File: src/include/isgod_defines.vh
// Overview of operation
// [RL1] Every sampling opcode fetches texels at address-register coordinates and writes results.
// [RL2] Opcodes 44, 45, 46 are compare sampling with offsets plus LOD, bias and level zero.
// [RL3] Opcodes 47 to 50 are four-texel fetches: plain, explicit LOD, bias and level zero.
// [RL4] The issuer sets exactly one bit of the channel select mask for every gather opcode.
// [RL5] Opcode 51 is compare gather, 52 compare gather at level zero, 53 gather with offsets.
// [RL6] Opcode 54 is offset gather at level zero and 55 is compare offset gather at level zero.
// [RL7] Every level-zero variant forces the mip level to zero.
// [RL8] Opcode 56 returns the clamped LOD in the first dword and the raw LOD in the second.
// [RL9] The LOD query performs no memory access and only writes the LOD values.
// [RL10] Opcodes 57 to 60 are half-derivative sampling: plain, compare, offset, compare+offset.
// [RL11] Opcodes 64 to 69 are clamped sampling: plain, deriv, bias, cmp, cmp+deriv, cmp+bias.
// [RL12] Opcodes 70 to 75 are clamped offset sampling; 73 to 75 are compare forms of 70 to 72.
// [RL13] Opcodes 84 to 86 are clamped half-derivative sampling: cmp, offset, cmp+offset.
// [RL14] Compare opcodes with bias and clamp read reference, bias and clamp operands too.
// [RL15] Unassigned opcodes in the range, 61 to 63 and 76 to 83, are flagged illegal.
`ifndef ISGOD_DEFINES_VH
`define ISGOD_DEFINES_VH
`define ISGOD_OP_W 8
`define ISGOD_OP_FIRST 8'h2C
`define ISGOD_OP_LAST 8'h56
`define ISGOD_OP_LOD_QUERY 8'h38
// legal opcodes, named by what they add to the basic fetch
`define ISGOD_OP_FILT_CMP_LOD_OFS 8'h2C
`define ISGOD_OP_FILT_CMP_BIAS_OFS 8'h2D
`define ISGOD_OP_FILT_CMP_LVL0_OFS 8'h2E
`define ISGOD_OP_GTH 8'h2F
`define ISGOD_OP_GTH_LOD 8'h30
`define ISGOD_OP_GTH_BIAS 8'h31
`define ISGOD_OP_GTH_LVL0 8'h32
`define ISGOD_OP_GTH_CMP 8'h33
`define ISGOD_OP_GTH_CMP_LVL0 8'h34
`define ISGOD_OP_GTH_OFS 8'h35
`define ISGOD_OP_GTH_LVL0_OFS 8'h36
`define ISGOD_OP_GTH_CMP_LVL0_OFS 8'h37
`define ISGOD_OP_FILT_HDER 8'h39
`define ISGOD_OP_FILT_CMP_HDER 8'h3A
`define ISGOD_OP_FILT_OFS_HDER 8'h3B
`define ISGOD_OP_FILT_CMP_OFS_HDER 8'h3C
`define ISGOD_OP_CLP 8'h40
`define ISGOD_OP_CLP_DER 8'h41
`define ISGOD_OP_CLP_BIAS 8'h42
`define ISGOD_OP_CLP_CMP 8'h43
`define ISGOD_OP_CLP_CMP_DER 8'h44
`define ISGOD_OP_CLP_CMP_BIAS 8'h45
`define ISGOD_OP_CLP_OFS 8'h46
`define ISGOD_OP_CLP_DER_OFS 8'h47
`define ISGOD_OP_CLP_BIAS_OFS 8'h48
`define ISGOD_OP_CLP_CMP_OFS 8'h49
`define ISGOD_OP_CLP_CMP_DER_OFS 8'h4A
`define ISGOD_OP_CLP_CMP_BIAS_OFS 8'h4B
`define ISGOD_OP_CLP_CMP_HDER 8'h54
`define ISGOD_OP_CLP_OFS_HDER 8'h55
`define ISGOD_OP_CLP_CMP_OFS_HDER 8'h56
// attribute vector bit positions
`define ISGOD_A_CMP 0
`define ISGOD_A_LOD 1
`define ISGOD_A_BIAS 2
`define ISGOD_A_LZ 3
`define ISGOD_A_OFS 4
`define ISGOD_A_CLAMP 5
`define ISGOD_A_DER 6
`define ISGOD_A_G16 7
`define ISGOD_A_W 8
// operation kind codes
`define ISGOD_K_SAMPLE 2'h0
`define ISGOD_K_GATHER 2'h1
`define ISGOD_K_LODQ 2'h2
`define ISGOD_K_NONE 2'h3
// reset values of the output flops
`define ISGOD_RST_FLAG 1'h0
`define ISGOD_RST_KIND `ISGOD_K_NONE
`define ISGOD_RST_ATTR 8'h00
`define ISGOD_RST_MASK 4'h0
`define ISGOD_RST_EXTRA 3'h0
`endif
File: src/hw/isgod_decode.v
`timescale 1ns/1ps
`include "isgod_defines.vh"
module isgod_decode (
	// clock and reset
	input wire mclk_i,
	input wire reset_n_i,
	// from issue logic
	input wire issue_valid_i,
	input wire [7:0] opcode_i,
	input wire [3:0] channel_select_mask_i,
	// to texture pipe
	output reg op_valid_o,
	output reg [1:0] op_kind_o,
	output reg [7:0] op_attr_o,
	output reg mem_access_o,
	output reg [3:0] channel_select_mask_o,
	output reg [2:0] extra_operands_o,
	output reg illegal_o,
	output reg mask_error_o
);
	// attr order: g16 der clamp ofs lz bias lod cmp
	// one function per output field, so each rule reads as a plain list
	// of opcodes; a wrong entry shows up in one place only

	// operation kind; holes between the legal runs fall to none
	function [1:0] op_kind;
		input [7:0] op;
		begin
			case (op)
				`ISGOD_OP_FILT_CMP_LOD_OFS,
				`ISGOD_OP_FILT_CMP_BIAS_OFS,
				`ISGOD_OP_FILT_CMP_LVL0_OFS,
				`ISGOD_OP_FILT_HDER,
				`ISGOD_OP_FILT_CMP_HDER,
				`ISGOD_OP_FILT_OFS_HDER,
				`ISGOD_OP_FILT_CMP_OFS_HDER,
				`ISGOD_OP_CLP,
				`ISGOD_OP_CLP_DER,
				`ISGOD_OP_CLP_BIAS,
				`ISGOD_OP_CLP_CMP,
				`ISGOD_OP_CLP_CMP_DER,
				`ISGOD_OP_CLP_CMP_BIAS,
				`ISGOD_OP_CLP_OFS,
				`ISGOD_OP_CLP_DER_OFS,
				`ISGOD_OP_CLP_BIAS_OFS,
				`ISGOD_OP_CLP_CMP_OFS,
				`ISGOD_OP_CLP_CMP_DER_OFS,
				`ISGOD_OP_CLP_CMP_BIAS_OFS,
				`ISGOD_OP_CLP_CMP_HDER,
				`ISGOD_OP_CLP_OFS_HDER,
				`ISGOD_OP_CLP_CMP_OFS_HDER: op_kind = `ISGOD_K_SAMPLE; // RL1 RL2 RL10 RL11 RL12 RL13
				`ISGOD_OP_GTH,
				`ISGOD_OP_GTH_LOD,
				`ISGOD_OP_GTH_BIAS,
				`ISGOD_OP_GTH_LVL0,
				`ISGOD_OP_GTH_CMP,
				`ISGOD_OP_GTH_CMP_LVL0,
				`ISGOD_OP_GTH_OFS,
				`ISGOD_OP_GTH_LVL0_OFS,
				`ISGOD_OP_GTH_CMP_LVL0_OFS: op_kind = `ISGOD_K_GATHER; // RL3 RL5 RL6
				`ISGOD_OP_LOD_QUERY: op_kind = `ISGOD_K_LODQ; // RL8
				// holes and out-of-range opcodes are not texture ops
				default: op_kind = `ISGOD_K_NONE; // RL15
			endcase
		end
	endfunction

	// depth compare reference present
	function has_cmp;
		input [7:0] op;
		begin
			case (op)
				`ISGOD_OP_FILT_CMP_LOD_OFS,
				`ISGOD_OP_FILT_CMP_BIAS_OFS,
				`ISGOD_OP_FILT_CMP_LVL0_OFS,
				`ISGOD_OP_GTH_CMP,
				`ISGOD_OP_GTH_CMP_LVL0,
				`ISGOD_OP_GTH_CMP_LVL0_OFS,
				`ISGOD_OP_FILT_CMP_HDER,
				`ISGOD_OP_FILT_CMP_OFS_HDER,
				`ISGOD_OP_CLP_CMP,
				`ISGOD_OP_CLP_CMP_DER,
				`ISGOD_OP_CLP_CMP_BIAS,
				`ISGOD_OP_CLP_CMP_OFS,
				`ISGOD_OP_CLP_CMP_DER_OFS,
				`ISGOD_OP_CLP_CMP_BIAS_OFS,
				`ISGOD_OP_CLP_CMP_HDER,
				`ISGOD_OP_CLP_CMP_OFS_HDER: has_cmp = 1'h1;
				default: has_cmp = 1'h0;
			endcase
		end
	endfunction

	// explicit level of detail operand
	function has_lod;
		input [7:0] op;
		begin
			case (op)
				`ISGOD_OP_FILT_CMP_LOD_OFS,
				`ISGOD_OP_GTH_LOD: has_lod = 1'h1;
				default: has_lod = 1'h0;
			endcase
		end
	endfunction

	// lod bias operand
	function has_bias;
		input [7:0] op;
		begin
			case (op)
				`ISGOD_OP_FILT_CMP_BIAS_OFS,
				`ISGOD_OP_GTH_BIAS,
				`ISGOD_OP_CLP_BIAS,
				`ISGOD_OP_CLP_CMP_BIAS,
				`ISGOD_OP_CLP_BIAS_OFS,
				`ISGOD_OP_CLP_CMP_BIAS_OFS: has_bias = 1'h1;
				default: has_bias = 1'h0;
			endcase
		end
	endfunction

	// mip level pinned to zero, no lod computed or taken
	function has_lz;
		input [7:0] op;
		begin
			case (op)
				`ISGOD_OP_FILT_CMP_LVL0_OFS,
				`ISGOD_OP_GTH_LVL0,
				`ISGOD_OP_GTH_CMP_LVL0,
				`ISGOD_OP_GTH_LVL0_OFS,
				`ISGOD_OP_GTH_CMP_LVL0_OFS: has_lz = 1'h1;
				default: has_lz = 1'h0;
			endcase
		end
	endfunction

	// texel offsets operand
	function has_ofs;
		input [7:0] op;
		begin
			case (op)
				`ISGOD_OP_FILT_CMP_LOD_OFS,
				`ISGOD_OP_FILT_CMP_BIAS_OFS,
				`ISGOD_OP_FILT_CMP_LVL0_OFS,
				`ISGOD_OP_GTH_OFS,
				`ISGOD_OP_GTH_LVL0_OFS,
				`ISGOD_OP_GTH_CMP_LVL0_OFS,
				`ISGOD_OP_FILT_OFS_HDER,
				`ISGOD_OP_FILT_CMP_OFS_HDER,
				`ISGOD_OP_CLP_OFS,
				`ISGOD_OP_CLP_DER_OFS,
				`ISGOD_OP_CLP_BIAS_OFS,
				`ISGOD_OP_CLP_CMP_OFS,
				`ISGOD_OP_CLP_CMP_DER_OFS,
				`ISGOD_OP_CLP_CMP_BIAS_OFS,
				`ISGOD_OP_CLP_OFS_HDER,
				`ISGOD_OP_CLP_CMP_OFS_HDER: has_ofs = 1'h1;
				default: has_ofs = 1'h0;
			endcase
		end
	endfunction

	// lod clamp operand
	function has_clamp;
		input [7:0] op;
		begin
			case (op)
				`ISGOD_OP_CLP,
				`ISGOD_OP_CLP_DER,
				`ISGOD_OP_CLP_BIAS,
				`ISGOD_OP_CLP_CMP,
				`ISGOD_OP_CLP_CMP_DER,
				`ISGOD_OP_CLP_CMP_BIAS,
				`ISGOD_OP_CLP_OFS,
				`ISGOD_OP_CLP_DER_OFS,
				`ISGOD_OP_CLP_BIAS_OFS,
				`ISGOD_OP_CLP_CMP_OFS,
				`ISGOD_OP_CLP_CMP_DER_OFS,
				`ISGOD_OP_CLP_CMP_BIAS_OFS,
				`ISGOD_OP_CLP_CMP_HDER,
				`ISGOD_OP_CLP_OFS_HDER,
				`ISGOD_OP_CLP_CMP_OFS_HDER: has_clamp = 1'h1;
				default: has_clamp = 1'h0;
			endcase
		end
	endfunction

	// user derivatives operand, full or half width
	function has_der;
		input [7:0] op;
		begin
			case (op)
				`ISGOD_OP_FILT_HDER,
				`ISGOD_OP_FILT_CMP_HDER,
				`ISGOD_OP_FILT_OFS_HDER,
				`ISGOD_OP_FILT_CMP_OFS_HDER,
				`ISGOD_OP_CLP_DER,
				`ISGOD_OP_CLP_CMP_DER,
				`ISGOD_OP_CLP_DER_OFS,
				`ISGOD_OP_CLP_CMP_DER_OFS,
				`ISGOD_OP_CLP_CMP_HDER,
				`ISGOD_OP_CLP_OFS_HDER,
				`ISGOD_OP_CLP_CMP_OFS_HDER: has_der = 1'h1;
				default: has_der = 1'h0;
			endcase
		end
	endfunction

	// derivatives packed as 16-bit values
	function has_g16;
		input [7:0] op;
		begin
			case (op)
				`ISGOD_OP_FILT_HDER,
				`ISGOD_OP_FILT_CMP_HDER,
				`ISGOD_OP_FILT_OFS_HDER,
				`ISGOD_OP_FILT_CMP_OFS_HDER,
				`ISGOD_OP_CLP_CMP_HDER,
				`ISGOD_OP_CLP_OFS_HDER,
				`ISGOD_OP_CLP_CMP_OFS_HDER: has_g16 = 1'h1;
				default: has_g16 = 1'h0;
			endcase
		end
	endfunction

	// zero and multi-bit masks both count as wrong
	function is_one_hot;
		input [3:0] m;
		begin
			is_one_hot = (m != 4'h0) && ((m & (m - 4'h1)) == 4'h0);
		end
	endfunction

	reg [1:0] kind_nxt;
	reg [7:0] attr_nxt;
	reg valid_nxt;
	reg mem_nxt;
	reg [2:0] extra_nxt;
	reg illegal_nxt;
	reg mask_err_nxt;

	// all decode is combinational ahead of one flop stage: fixed 1-cycle latency
	always @* begin
		kind_nxt = op_kind(opcode_i);
		attr_nxt = 8'h00;
		attr_nxt[`ISGOD_A_CMP] = has_cmp(opcode_i); // RL2 RL5 RL10
		attr_nxt[`ISGOD_A_LOD] = has_lod(opcode_i); // RL2 RL3
		attr_nxt[`ISGOD_A_BIAS] = has_bias(opcode_i); // RL2 RL3 RL11
		attr_nxt[`ISGOD_A_LZ] = has_lz(opcode_i); // RL7
		attr_nxt[`ISGOD_A_OFS] = has_ofs(opcode_i); // RL6 RL12
		attr_nxt[`ISGOD_A_CLAMP] = has_clamp(opcode_i); // RL11 RL12 RL13
		attr_nxt[`ISGOD_A_DER] = has_der(opcode_i); // RL10 RL13
		attr_nxt[`ISGOD_A_G16] = has_g16(opcode_i); // RL10 RL13
		// an illegal opcode never issues an operation
		valid_nxt = issue_valid_i && (kind_nxt != `ISGOD_K_NONE); // RL15
		// fetch for sample and gather, none for lod query
		mem_nxt = issue_valid_i &&
			(kind_nxt == `ISGOD_K_SAMPLE || kind_nxt == `ISGOD_K_GATHER); // RL1 RL9
		// count of compare, bias and clamp operands beyond coordinates
		extra_nxt = {2'h0, attr_nxt[`ISGOD_A_CMP]} + {2'h0, attr_nxt[`ISGOD_A_BIAS]}
			+ {2'h0, attr_nxt[`ISGOD_A_CLAMP]}; // RL14
		illegal_nxt = issue_valid_i && (kind_nxt == `ISGOD_K_NONE); // RL15
		// issuer owns the one-hot mask; reported, not enforced
		mask_err_nxt = issue_valid_i && (kind_nxt == `ISGOD_K_GATHER) &&
			!is_one_hot(channel_select_mask_i); // RL4
	end

	// kind, attributes and mask follow the opcode even without valid;
	// consumers qualify them with op_valid_o
	always @(posedge mclk_i or negedge reset_n_i) begin
		if (!reset_n_i) begin
			op_valid_o <= `ISGOD_RST_FLAG;
			op_kind_o <= `ISGOD_RST_KIND;
			op_attr_o <= `ISGOD_RST_ATTR;
			mem_access_o <= `ISGOD_RST_FLAG;
			channel_select_mask_o <= `ISGOD_RST_MASK;
			extra_operands_o <= `ISGOD_RST_EXTRA;
			illegal_o <= `ISGOD_RST_FLAG;
			mask_error_o <= `ISGOD_RST_FLAG;
		end else begin
			op_valid_o <= valid_nxt;
			op_kind_o <= kind_nxt;
			op_attr_o <= attr_nxt;
			mem_access_o <= mem_nxt;
			channel_select_mask_o <= channel_select_mask_i;
			extra_operands_o <= extra_nxt;
			illegal_o <= illegal_nxt;
			mask_error_o <= mask_err_nxt;
		end
	end
endmodule

File: config.mk
export PLATFORM = sky130hd
export DESIGN_NAME = isgod_decode
export DESIGN_NICKNAME = d
export VERILOG_FILES = /design/src/hw/isgod_decode.v
export VERILOG_INCLUDE_DIRS = /design/src /design/src/include
export SDC_FILE = /design/constraint.sdc
export NUM_CORES = 1
export LEC_CHECK = 0
export BUFFER_PORTS_ARGS = -buffer_cell sky130_fd_sc_hd__buf_4
export CAP_MARGIN = 20
export CORE_MARGIN = 3
export CORE_UTILIZATION = 48
export DETAILED_ROUTE_END_ITERATION = 8
export GPL_ROUTABILITY_DRIVEN = 0
export HOLD_SLACK_MARGIN = 0.15
export PLACE_DENSITY = 0.76
export SLEW_MARGIN = 20
export SYNTH_ARGS = -nofsm -noshare
export SYNTH_HDL_FRONTEND = slang
export SYNTH_SLANG_ARGS = --single-unit
File: constraint.sdc
create_clock -name mclk_i -period 1.5 [get_ports mclk_i]
set_input_delay 0 -clock mclk_i [delete_from_list [all_inputs] [get_ports mclk_i]]
set_output_delay 0 -clock mclk_i [all_outputs]
set_load 0.01 [all_outputs]
* Word level (Yosys, flattened, before mapping)
Memory sizes are Yosys's and may differ from the RTL's.
Cells that the tools add are included.
** Operators by class
- $add $sub $neg :: 3
- Equality and inequality tests :: 33
- Muxes and demuxes :: 9
- Bitwise operators :: 1
- Reduce and logical (&&, ||, !) cells :: 19
** Operators by type and width (count)
- $eq 8x6->1 const B :: 15
- $eq 8x7->1 const B :: 15
- $reduce_or 16->1 :: 2
- $reduce_or 15->1 :: 1
- $reduce_or 11->1 :: 1
- $mux 1 :: 8
- $reduce_or 7->1 :: 1
- $logic_and 1x1->1 :: 6
- $reduce_or 6->1 :: 1
- $reduce_or 5->1 :: 1
- $and 4x4->4 :: 1
- $logic_not 4->1 :: 1
- $reduce_bool 4->1 :: 1
- $sub 4x1->4 const B :: 1
- $add 2x1->3 :: 1
- $add 1x1->2 :: 1
- $eq 2x1->1 const B :: 1
- $eq 2x2->1 const B :: 1
- $logic_not 2->1 :: 1
- $mux 2 :: 1
- $ne 2x2->1 const B :: 1
- $reduce_or 2->1 :: 1
- $logic_not 1->1 :: 1
- $logic_or 1x1->1 :: 1
** Storage, ports and cells
- Register bits after elaboration :: 21
- Memory bits (read-only) :: 256
- Bits of input ports :: 15
- Output and inout port bits :: 21
- Word-level logic and storage cells :: 74
- Memories kept :: 1
** Memories
- (name not given) :: words 128, bits a word 2, rd ports 1, clocked after memory_dff 0, write ports 0, RTL line isgod_decode.v:29 : case (op)

* Longest topological paths before layout
- Depth in word-level cells :: 6
- Gate-level depth with buffers :: 8
- Gate-level depth less buffers :: 8

* Worst setup path after synthesis
OpenSTA, ideal clock, no wires.
- Kind :: input to register
- From :: input opcode_i[4]
- To :: register extra_operands_o[0]
- Setup time :: 0.114 ns
- Arrival :: 1.511 ns
- Setup slack :: -0.125 ns
- Stages :: 6
- Path buffers :: 0
- Cell sequence :: or4b_4 > nor4_2 > a31o_2 > nor3_1 > fa_1 > inv_1
** Between the ends
- Longest elaborated chain between the ends :: 5
- Elaborated cells on any way between the ends :: 32
- Those cells by class :: add/sub (2); eq/ne (24); mux (3); reduce/logical (3)
** Ends and longest elaborated chain
- start, declared :: RTL line isgod_decode.v:9 : input wire [7:0] opcode_i,
- $eq 8x6->1 (tied with other cells) :: RTL line isgod_decode.v:72 : case (op)
- $reduce_or 16->1 / $reduce_or 6->1 (equally long branches) :: RTL line isgod_decode.v:72, isgod_decode.v:110
- $mux 1, on equally long branches :: RTL line isgod_decode.v:72, isgod_decode.v:110
- $add 1x1->2 :: RTL line isgod_decode.v:260 : extra_nxt = {2'h0, attr_nxt[`ISGOD_A_CMP]} + {2'h0, attr_nxt[`ISGOD_A_BIAS]}
- $add 2x1->3 (*) :: RTL line isgod_decode.v:260
- net extra_nxt[0] :: RTL line isgod_decode.v:238 : reg [2:0] extra_nxt;
- end signal, assigned :: RTL line isgod_decode.v:277 : extra_operands_o <= `ISGOD_RST_EXTRA;
- end signal, assigned :: RTL line isgod_decode.v:286 : extra_operands_o <= extra_nxt;
- end, declared :: RTL line isgod_decode.v:17 : output reg [2:0] extra_operands_o,
The timed path passes the listed nets; every way through them passes the cells marked *.

* Worst setup path in the final report
Same ends and word-level chain as after synthesis.

==> impl_metrics.json <==
{
  "cts_tree": "done",
  "vias_per_cell": 5.43,
  "status": "finished, final reports clean",
  "grt.total_usage_pct": 23.0,
  "vias": 1163,
  "grt_pass1_vias": 1115,
  "die_area_sq_um": 2960,
  "syn_inst": 115,
  "internal_power_mw": 0.833,
  "syn_avg_cell_area_sq_um": 9.77,
  "nets": 205,
  "synth-async-reset-ratio_pct": 100,
  "hpwlAfterDp_um": 2220,
  "port-buffer-count": 34,
  "setup-tns-final_ns": 0,
  "critPathRequiredTime_ns": 1.71,
  "post_drt_wl_per_cell_um": 14.3,
  "startpoint_type": "input pin",
  "synth.area.top_cells": "dfrtp_1, dfstp_2, nor2_1",
  "rsz0062_at_grt": "yes",
  "ys_top_cells_by_count": "dfrtp_1, nor2_1, nand2_1, inv_1, a21oi_1",
  "wirelength_um": 3060,
  "antenna_found_initial": 0,
  "antenna_cells": 0,
  "clock_path_buffers": 2,
  "chipHeight_um": 54.4,
  "io-pin-count": 36,
  "end_kind": "flop",
  "synth_largest_area_cell": "dfrtp_1",
  "ys_types": 42,
  "grt_max_degree": 19,
  "cp_slowest_stage_delay_ns": 0.56,
  "synth-seq-cells": 20,
  "place_area_sq_um": 1600,
  "start_util_pct": 54.0,
  "drtAntennaViolNets": 0,
  "period_minus_slack_ns": 1.50,
  "grt_pass1_wl_um": 4830,
  "fmax_ghz": 0.668,
  "first_pass_iters": 4,
  "clkSlewWorstSetupHoldPaths_ns": 0.11,
  "rows": 16,
  "synth.most_common_cell": "dfrtp_1",
  "numCtsBuffers": 3,
  "yosysSeqAreaShare_pct": 44.8,
  "seq_power_share_pct": 49.5,
  "pwr-share-comb_pct": 27.7,
  "synth.top_cell.area_share_pct": 40.1,
  "drv_cap": 0,
  "hold_class": "in2reg",
  "syn_area_sq_um": 1120,
  "sw_frac_of_total_pct": 27.4,
  "hold_viol": 0,
  "design_area_sq_um": 1750,
  "core_sq_um": 2080,
  "p_sw_mw": 0.314,
  "critPathCapture": "extra_operands_o[0]",
  "synth_edf_count": 0,
  "yosys_warnings": 0,
  "ir_drop_mv": 0.457,
  "dr.first_iter.drc_count": 35,
  "path_cells": "buf_6 -> or4b_4 -> buf_4 -> nor4_4 -> a31o_2 -> nor3_2 -> fa_1 -> inv_1",
  "ctsHtreeMaxLevel": 1,
  "drc": 0,
  "drive_gt1_share_pct": 42.8,
  "finalSetupViolCount": 0,
  "syn-num-nets": 132,
  "pwr-share-clk_pct": 22.7,
  "worst_path_max_delay_cell": "or4b_4",
  "cts_sinks": 20,
  "root_buffer": "clkbuf_4",
  "synth_top_flop_cell": "dfrtp_1",
  "worstPathArrival_ns": 1.71,
  "criticalPathCategory": "in2reg",
  "slew_viol_final": 0,
  "area_growth_pct": 55.8,
  "die_w_um": 54.4,
  "leakage_nw": 0.868,
  "crit_fanout": 3,
  "period_share_pct": 99.8,
  "p_per_area_nw_per_um2": 656,
  "worst_hold_slack_ns": 0.177,
  "fillers": 120,
  "grt-ovfl-total": 0,
  "critPathLaunch": "opcode_i[4]"
}
repair_timing:
action,4_1_cts,5_1_grt
pin swaps,2,5
hold buffers,8,2
setup buffers,1,1
resized for setup,1,3
endpoints found under the setup margin,1,19
hold endpoints to repair,29,19
worst min path at each step:
stage,from,to,cells past startpoint
after floorplan,reset_n_i,channel_select_mask_o[0],0
after global placement,reset_n_i,op_attr_o[3],1
after detailed placement,reset_n_i,op_attr_o[3],1
after CTS,opcode_i[4],op_attr_o[6],4
after global routing,opcode_i[4],op_kind_o[0],4
final,opcode_i[4],op_kind_o[0],4
routing by layer:
layer  global-route usage [%]  routed length, um  share of wire [%]
met5                        0                  0                  0
met4                     9.96                 68                2.2
met3                     3.27                196                6.4
met2                     44.4               1670                 55
met1                     24.3               1130                 37
area by class of cell:
class / count / area, sq um / share of cell area, %
Timing Repair Buffer: 74 / 586 / 33.5
Multi-Input combinational cell: 82 / 576 / 32.9
Sequential cell: 20 / 503 / 28.7
Tap cell: 27 / 33.8 / 1.93
Clock buffer: 4 / 26.3 / 1.50
Inverter: 7 / 26.3 / 1.50
placed cells by master, fill, tap and decap left out, types with 2 or more instances in the layout:
cell and n:
nand2_1 8, and3_1 2, a32o_1 2, nor3b_2 2, nand3_1 2, dfrtp_1 18, dfstp_2 2, nor3_1 3
dlygate4sd3_1 9, buf_4 63, xnor2_1 2, nor2b_1 5, nor2_1 13, o21ai_0 4, buf_6 2, o22ai_1 3
clkbuf_4 3, a21oi_1 6, nand2b_1 2, a21boi_0 2, a31oi_1 3, inv_1 7
cells by family after synthesis:
group                      synth area share, %
other                                    0.334
AOI/OAI and AO/OA                         19.7
buffers and inverters                     5.23
xor gates and xnor gates                  2.34
adders and majority gates                 2.90
and+or+nand+nor                           24.7
DFF                                       44.8
sequential cells by signal, summed over array words and instances, names as in the netlist:
register / flops
op_attr_o: 8
channel_select_mask_o: 4
extra_operands_o: 2
op_kind_o: 2
illegal_o: 1
mask_error_o: 1
mem_access_o: 1
op_valid_o: 1
worst max-delay path, delay by kind of cell:
family | cells | cell delay [ns]
AO/OA/AOI/OAI | 1 | 0.16
adder cells (fa/ha/maj) | 1 | 0.50
buffers and inverters | 3 | 0.29
AND/OR/NAND/NOR | 3 | 0.75
power by group through the flow:
stage | logic [mW] | registers (mW) | clock network [mW]
2_1_floorplan | 0.114 | 0.591 | 0
3_3_place_gp | 0.280 | 0.578 | 0
3_5_place_dp | 0.290 | 0.579 | 0
4_1_cts | 0.310 | 0.568 | 0.261
5_1_grt | 0.348 | 0.570 | 0.291
6_report | 0.318 | 0.568 | 0.261
metrics by stage:
stage | std cells | utilization (%) | power, mW | worst slack (ns)
after floorplan | 115 | - | 0.706 | -0.125
after global placement | 199 | 76.7 | 0.858 | -0.284
after global routing | 214 | 84.1 | 1.21 | -0.0305
final | 214 | 84.1 | 1.15 | 0.00292
after detailed placement | 199 | 76.7 | 0.868 | -0.364
after CTS | 212 | 82.6 | 1.14 | 0.0297
No activity file was read; power rests on OpenSTA's default activity.
